[src/lrsr_map.svh]
`ifndef LRSR_MAP_SVH
`define LRSR_MAP_SVH

// clock period of the device clock
`define LRSR_CLOCK_NS        40
// self-refresh exit delay, least time
`define LRSR_TXSR_NS         140
`define LRSR_TXSR_CYCLES     ((`LRSR_TXSR_NS + `LRSR_CLOCK_NS - 1) / `LRSR_CLOCK_NS)
// internal refresh interval used while in self-refresh, longest time
`define LRSR_TREFI_NS        3900
`define LRSR_TREFI_CYCLES    (`LRSR_TREFI_NS / `LRSR_CLOCK_NS)

// command field positions and codes on the command/address pins
`define LRSR_CA_OP_MSB       2
`define LRSR_CA_REFRESH      3'h4
`define LRSR_CA_ALLBANK_BIT  3
`define LRSR_CA_WIDTH        4

// banks walked by per-bank refresh
`define LRSR_BANKS           8

// all-bank refresh cycle time in clocks, plain default
`define LRSR_TRFCAB_CYCLES   8
// burst window of 4 x 8 all-bank cycle times, and the all-bank count allowed in it
`define LRSR_REFBW_CYCLES    (4 * 8 * `LRSR_TRFCAB_CYCLES)
`define LRSR_REFBW_MAX       8

`endif

[src/lrsr_pkg.sv]
package lrsr_pkg;

  typedef enum logic [1:0] {
    lrsr_run,
    lrsr_power_down,
    lrsr_self_refresh,
    lrsr_exit
  } lrsr_state_type;

endpackage

[src/lrsr_refresh_if.sv]
`timescale 1ns/100ps
`default_nettype none

interface lrsr_refresh_if #(
  parameter int BANK_WIDTH = 3
);
  logic                  ext_req;
  logic                  ext_all;
  logic                  sr_active;
  logic                  sync_zero;
  logic                  refresh_pulse;
  logic                  refresh_all;
  logic                  refresh_internal;
  logic [BANK_WIDTH-1:0] refresh_bank;

  modport command (
    output ext_req,
    output ext_all,
    output sr_active,
    output sync_zero,
    input  refresh_pulse,
    input  refresh_all,
    input  refresh_internal,
    input  refresh_bank
  );

  modport engine (
    input  ext_req,
    input  ext_all,
    input  sr_active,
    input  sync_zero,
    output refresh_pulse,
    output refresh_all,
    output refresh_internal,
    output refresh_bank
  );
endinterface

`default_nettype wire
[src/lrsr_device.sv]
// Behaviour
// - Self-refresh entry: clock enable falls, select low, command bits 0,0,1.
// - In self-refresh only clock enable matters; clock gated, own timer refreshes.
// - An internal all-bank refresh starts soon after self-refresh entry.
// - Exit delay counts from the edge after clock enable goes high.
// - No refresh happens during power-down; controller bounds its length.
// - Refresh decode: select low, bits 0,0,1; bit 3 picks all-bank.
// - Per-bank order 0..7; counter zeroed on reset command and self-refresh exit.
`timescale 1ns/100ps
`default_nettype none
`include "lrsr_map.svh"

module lrsr_device
  import lrsr_pkg::*;
#(
  parameter int BANKS       = `LRSR_BANKS,
  parameter int XSR_CYCLES  = `LRSR_TXSR_CYCLES,
  parameter int REFI_CYCLES = `LRSR_TREFI_CYCLES
) (
  // clock and reset
  input  wire logic                       clock,
  input  wire logic                       reset,
  // command pins from the controller
  input  wire logic                       cke,
  input  wire logic                       cs_n,
  input  wire logic [`LRSR_CA_WIDTH-1:0]  ca,
  // reset command decoded elsewhere on this clock
  input  wire logic                       reset_command,
  // refresh activity
  output logic                            refresh_pulse,
  output logic                            refresh_all_banks,
  output logic                            refresh_internal,
  output logic [$clog2(BANKS)-1:0]        refresh_bank,
  // power state
  output logic                            self_refresh_active,
  output logic                            power_down_active,
  output logic                            exit_busy,
  output logic                            internal_clock_on
);
  localparam int PW = `LRSR_CA_WIDTH + 2;
  localparam int XW = $clog2(XSR_CYCLES + 1);

  lrsr_state_type state;
  lrsr_state_type next_state;

  logic [PW-1:0]             pin_meta;
  logic [PW-1:0]             pin_sync;
  logic                      cke_s;
  logic                      cs_n_s;
  logic [`LRSR_CA_WIDTH-1:0] ca_s;
  logic                      prev_cke;
  logic [XW-1:0]             exit_count;
  logic                      pattern;
  logic                      ext_req;
  logic                      sr_exit_reg;

  lrsr_refresh_if #(.BANK_WIDTH($clog2(BANKS))) rif ();

  function automatic logic is_refresh_code(input logic sel_n, input logic [`LRSR_CA_WIDTH-1:0] bits);
    is_refresh_code = !sel_n && (bits[`LRSR_CA_OP_MSB:0] == `LRSR_CA_REFRESH);
  endfunction

  // pins arrive from outside this clock: two flops before any use
  always_ff @(posedge clock) begin
    if (reset) begin
      pin_meta <= {1'b0, 1'b1, `LRSR_CA_WIDTH'('0)};
      pin_sync <= {1'b0, 1'b1, `LRSR_CA_WIDTH'('0)};
    end else begin
      pin_meta <= {cke, cs_n, ca};
      pin_sync <= pin_meta;
    end
  end

  assign cke_s   = pin_sync[PW-1];
  assign cs_n_s  = pin_sync[PW-2];
  assign ca_s    = pin_sync[`LRSR_CA_WIDTH-1:0];
  assign pattern = is_refresh_code(cs_n_s, ca_s);

  always_ff @(posedge clock) begin
    if (reset) begin
      prev_cke <= 1'b0;
    end else begin
      prev_cke <= cke_s;
    end
  end

  always_comb begin
    next_state  = state;
    ext_req     = 1'b0;
    sr_exit_reg = 1'b0;
    unique case (state)
      lrsr_run: begin
        if (prev_cke && cke_s && pattern) begin
          ext_req = 1'b1;
        end
        if (prev_cke && !cke_s) begin
          next_state = pattern ? lrsr_self_refresh : lrsr_power_down;
        end
      end
      lrsr_power_down: begin
        // no refresh work at all here, controller must bound the stay
        if (cke_s) begin
          next_state = lrsr_run;
        end
      end
      lrsr_self_refresh: begin
        // every input but clock enable is a don't-care here
        if (cke_s) begin
          next_state  = lrsr_exit;
          sr_exit_reg = 1'b1;
        end
      end
      lrsr_exit: begin
        // commands ignored until the exit delay ends; re-entry allowed
        if (!cke_s && pattern) begin
          next_state = lrsr_self_refresh;
        end else if (exit_count == '0) begin
          next_state = lrsr_run;
        end
      end
    endcase
  end

  always_ff @(posedge clock) begin
    if (reset) begin
      state <= lrsr_run;
    end else begin
      state <= next_state;
    end
  end

  // exit delay starts at the edge after clock enable was seen high
  always_ff @(posedge clock) begin
    if (reset) begin
      exit_count <= '0;
    end else if (sr_exit_reg) begin
      exit_count <= XW'(XSR_CYCLES - 1);
    end else if (state == lrsr_exit && exit_count != '0) begin
      exit_count <= XW'(exit_count - 1'b1);
    end
  end

  always_ff @(posedge clock) begin
    if (reset) begin
      self_refresh_active <= 1'b0;
      power_down_active   <= 1'b0;
      exit_busy           <= 1'b0;
      internal_clock_on   <= 1'b1;
    end else begin
      self_refresh_active <= next_state == lrsr_self_refresh;
      power_down_active   <= next_state == lrsr_power_down;
      exit_busy           <= next_state == lrsr_exit;
      internal_clock_on   <= next_state != lrsr_self_refresh;
    end
  end

  assign rif.ext_req   = ext_req;
  assign rif.ext_all   = ca_s[`LRSR_CA_ALLBANK_BIT];
  assign rif.sr_active = state == lrsr_self_refresh;
  assign rif.sync_zero = sr_exit_reg || reset_command;

  lrsr_refresh_engine #(
    .BANKS       (BANKS),
    .REFI_CYCLES (REFI_CYCLES)
  ) engine (
    .clock (clock),
    .reset (reset),
    .rif   (rif.engine)
  );

  assign refresh_pulse     = rif.refresh_pulse;
  assign refresh_all_banks = rif.refresh_all;
  assign refresh_internal  = rif.refresh_internal;
  assign refresh_bank      = rif.refresh_bank;
endmodule

`default_nettype wire

[src/lrsr_refresh_engine.sv]
`timescale 1ns/100ps
`default_nettype none
`include "lrsr_map.svh"

module lrsr_refresh_engine
  import lrsr_pkg::*;
#(
  parameter int BANKS       = `LRSR_BANKS,
  parameter int REFI_CYCLES = `LRSR_TREFI_CYCLES
) (
  // clock and reset
  input  wire logic     clock,
  input  wire logic     reset,
  // command side
  lrsr_refresh_if.engine rif
);
  localparam int BW = $clog2(BANKS);
  localparam int TW = $clog2(REFI_CYCLES + 1);

  logic [BW-1:0] bank_count;
  logic [TW-1:0] timer;
  logic          timer_fire;

  assign timer_fire = rif.sr_active && (timer == '0);

  // bank counter: zeroed on sync or all-bank refresh, walks 0..7 on per-bank
  always_ff @(posedge clock) begin
    if (reset || rif.sync_zero) begin
      bank_count <= '0;
    end else if (rif.ext_req && rif.ext_all) begin
      bank_count <= '0;
    end else if (rif.ext_req) begin
      bank_count <= BW'(bank_count + 1'b1);
    end
  end

  // own timer keeps data alive with the outside clock gone;
  // fires on the first self-refresh cycle so the first refresh is early
  always_ff @(posedge clock) begin
    if (reset || !rif.sr_active) begin
      timer <= '0;
    end else if (timer_fire) begin
      timer <= TW'(REFI_CYCLES - 1);
    end else begin
      timer <= TW'(timer - 1'b1);
    end
  end

  always_ff @(posedge clock) begin
    if (reset) begin
      rif.refresh_pulse    <= 1'b0;
      rif.refresh_all      <= 1'b0;
      rif.refresh_internal <= 1'b0;
      rif.refresh_bank     <= '0;
    end else begin
      rif.refresh_pulse    <= rif.ext_req || timer_fire;
      rif.refresh_all      <= timer_fire || rif.ext_all;
      rif.refresh_internal <= timer_fire;
      rif.refresh_bank     <= bank_count;
    end
  end
endmodule

`default_nettype wire

[config.mk]
export PLATFORM = sky130hd
export DESIGN_NAME = lrsr_device
export DESIGN_NICKNAME = d
export VERILOG_FILES = /design/src/lrsr_pkg.sv /design/src/lrsr_refresh_if.sv /design/src/lrsr_device.sv /design/src/lrsr_refresh_engine.sv
export VERILOG_INCLUDE_DIRS = /design/src
export SDC_FILE = /design/constraint.sdc
export NUM_CORES = 1
export LEC_CHECK = 0
export ABC_AREA = 1
export BUFFER_PORTS_ARGS = -buffer_cell sky130_fd_sc_hd__buf_2
export CORE_MARGIN = 2
export CORE_UTILIZATION = 45
export CTS_CLUSTER_SIZE = 30
export DETAILED_ROUTE_END_ITERATION = 10
export GPL_TIMING_DRIVEN = 0
export PLACE_DENSITY = 0.65
export SKIP_CTS_REPAIR_TIMING = 1
export SKIP_LAST_GASP = 1
export SYNTH_ARGS = -nofsm -noshare
export SYNTH_HDL_FRONTEND = slang
export SYNTH_SLANG_ARGS = --single-unit
[constraint.sdc]
create_clock -name clock -period 1.5 [get_ports clock]
set_input_delay 0.15 -clock clock [delete_from_list [all_inputs] [get_ports clock]]
set_output_delay 0.15 -clock clock [all_outputs]
set_load 0.02 [all_outputs]
==> results.sh <==
export IMPL_cap_viol_max_count=0
export IMPL_synth_distinct_cells=19
export IMPL_avgSynthCellArea_um2=7.99
export IMPL_vias_per_cell=4.38
export IMPL_synth_edff_count=0
export IMPL_numClockSinks=38
export IMPL_yosys_area_top_type="dfxtp_1"
export IMPL_dieArea_um2=3670
export IMPL_hpwl_um=1760
export IMPL_grt_usage_pct=15.4
export IMPL_drt_iter0_markers=20
export IMPL_final_nets=224
export IMPL_critPathKind="flip-flop to flip-flop"
export IMPL_grt_pass1_wl_um=4080
export IMPL_fp_dieH_um=60.5
export IMPL_tightest_slew_ps=485
export IMPL_rr_worst_depth=10
export IMPL_period_minus_slack_ps=1370
export IMPL_critPathMaxStageDelay_ps=350
export IMPL_synth_ff_type="dfxtp_1"
export IMPL_maxSlewHeadroom_pct=67.7
export IMPL_num_vias=1113
export IMPL_synth_seq_cells=38
export IMPL_ff_latch_area_um2=762
export IMPL_status="completed"
export IMPL_synth_top_area_share_pct=52.9
export IMPL_ys_top_cells_by_area="dfxtp_1 53%, inv_1 8.6%, nor2_1 8.6%, nand2_1 6.5%, ha_1 4.3%"
export IMPL_overflow=0
export IMPL_grt_pass1_vias=1037
export IMPL_clk_pin_slew_ps=100
export IMPL_hold_viol=0
export IMPL_cp_arrival_ps=1660
export IMPL_final_area_um2=1720
export IMPL_syn_to_final_growth_pct=19.8
export IMPL_layout_drive_gt1_share_pct=21.0
export IMPL_finClkSkew_ps=9.81
export IMPL_synth_warnings=0
export IMPL_end_kind="flip-flop"
export IMPL_antennaDiodeCount=0
export IMPL_cp_num_buf_inv=2
export IMPL_wl_met3_um=98
export IMPL_hp_class="input pin to flip-flop"
export IMPL_die_w_um=60.5
export IMPL_cp_top_family="simple AND/OR/NAND/NOR gates"
export IMPL_placed_cell_area_um2=1580
export IMPL_clk_latency_ps=340
export IMPL_cts_buffer_depth=2
export IMPL_drc=0
export IMPL_cp_cell_sequence="inv_1 -> ha_1 -> ha_1 -> inv_2 -> nand3_4 -> nand2_2 -> nand2_2 -> nand3_2 -> nand2_2 -> nor2_2"
export IMPL_synth_cell_area_um2=1440
export IMPL_worstPathMaxFanout=5
export IMPL_wl_met1_um=1030
export IMPL_wl_met2_um=1150
export IMPL_core_um2=3050
export IMPL_crit_cells=10
export IMPL_synthArstFlopShare_pct=0
export IMPL_finalSetupTns_ps=0
export IMPL_ant_nets=0
export IMPL_powerDensity_nw_per_um2=1050
export IMPL_rsz0062_at_grt="false"
export IMPL_root_buffer="clkbuf_4"
export IMPL_top_layer_used="met4"
export IMPL_grt_start_max_net_pins=12
export IMPL_vdd_drop_max_mv=0.465
export IMPL_cpMostUsedCell="nand2_2"
export IMPL_total_power_mw=1.81
export IMPL_synth_seq_area_share_pct=52.9
export IMPL_io_buffers=18
export IMPL_gp_congestion=0.813
export IMPL_synthCells=180
export IMPL_fmax_mhz=729
export IMPL_antenna_found_initial=0
export IMPL_cp_required_ps=1790
export IMPL_rows=20
export IMPL_min_path_cells=3
export IMPL_cts_buffers_inserted=5
export IMPL_pin_count=19
export IMPL_setup_viol=0
export IMPL_dr_pass1_iters=4
export IMPL_cts_tree="yes"
export IMPL_period_share_pct=91.4
export IMPL_total_leakage_power_nw=0.864
export IMPL_drt_wirelength_per_cell_um=9.17
export IMPL_routed_wl_um=2330
export IMPL_htree_levels=2
export IMPL_start_util_pct=47.1
export IMPL_critical_path_slowest_cell="dfxtp_2"
export IMPL_crit_path_start_kind="flip-flop"
export IMPL_multi_input_area_um2=543
export IMPL_syn_num_nets=194
export IMPL_fill_cells=299
export IMPL_drv_slew=0
==> cells in the mapped netlist, types with 3 or more instances <==
master,number
nand2_2,6
nand3_2,3
dfxtp_1,38
inv_1,33
nor2_1,33
or2_2,3
ha_1,5
a21oi_1,5
o21ai_0,3
nand3_1,12
nand2_1,25
xor2_1,4
==> layout make-up <==
class / count / share of cell area, %
Buffer: 2 / 0.435
Clock buffer: 6 / 2.98
Clock inverter: 1 / 1.74
Inverter: 36 / 7.84
Multi-Input combinational cell: 104 / 31.5
Sequential cell: 38 / 44.2
Tap cell: 44 / 3.19
Timing Repair Buffer: 23 / 8.13
==> kinds of logic (layout without fill, tap and decap cells) <==
group	Yosys count	after routing	synth area share, %
simple gates	84	84	26.2
flops	38	38	52.9
buf+inv	38	68	9.91
compound gates	11	11	4.26
fa+ha+maj	5	5	4.35
xor+xnor	4	4	2.43
==> cells in the final DEF, fill, tap and decap left out, drive strengths merged <==
cell type	n
dfxtp	38
inv	35
nor2	35
ha	5
buf	18
a211oi	1
xor2	4
bufinv	1
a21oi	6
clkinv	1
nand3	15
dlygate4sd3	5
clkbuf	8
or2	3
o21ai	4
nand2	31
==> state kept, by name, summed over array words and instances, names as in the netlist <==
name / count
power_down_active: 1
engine.rif.refresh_internal: 1
engine.rif.refresh_pulse: 1
prev_cke: 1
engine.timer: 7
engine.rif.refresh_bank: 3
pin_meta: 6
internal_clock_on: 1
self_refresh_active: 1
exit_busy: 1
state: 2
pin_sync: 6
exit_count: 3
engine.rif.refresh_all: 1
engine.bank_count: 3
==> final timing paths <==
path / startpoint / to / slack [ps]
max: exit_count[0] / power_down_active / 130
min: ca[1] / pin_meta[1] / 9
max reg2reg: exit_count[0] / power_down_active / 130
min reg2reg: pin_meta[5] / pin_sync[5] / 410
==> where the power goes <==
group          switching, mW  internal (mW)
Sequential           0.00677           1.03
Clock                  0.318          0.388
Combinational         0.0364         0.0302
==> per-layer routing <==
metal / global-route usage, % / vias to the layer above
li1: - / 597
met1: 16.0 / 490
met2: 26.6 / 20
met3: 7.04 / 6
met4: 7.45 / 0
met5: 0 / -
==> through the flow <==
step,util [%],hold slack (ps),worst slack (ps),instances
floorplan,-,254,211,180
global placement,51.9,332,133,242
detailed placement,51.9,338,72.5,242
CTS,54.5,-20.8,44.3,249
global route,56.5,15.7,6.21,254
finish,56.5,8.65,129,254
==> worst register-to-register path, stage by stage (launching register included) <==
cell and delay, ps:
dfxtp_2 350, inv_1 40, ha_1 190, ha_1 210
inv_2 70, nand3_4 80, nand2_2 90, nand2_2 60
nand3_2 80, nand2_2 60, nor2_2 70
(Power assumes the default switching activity.)
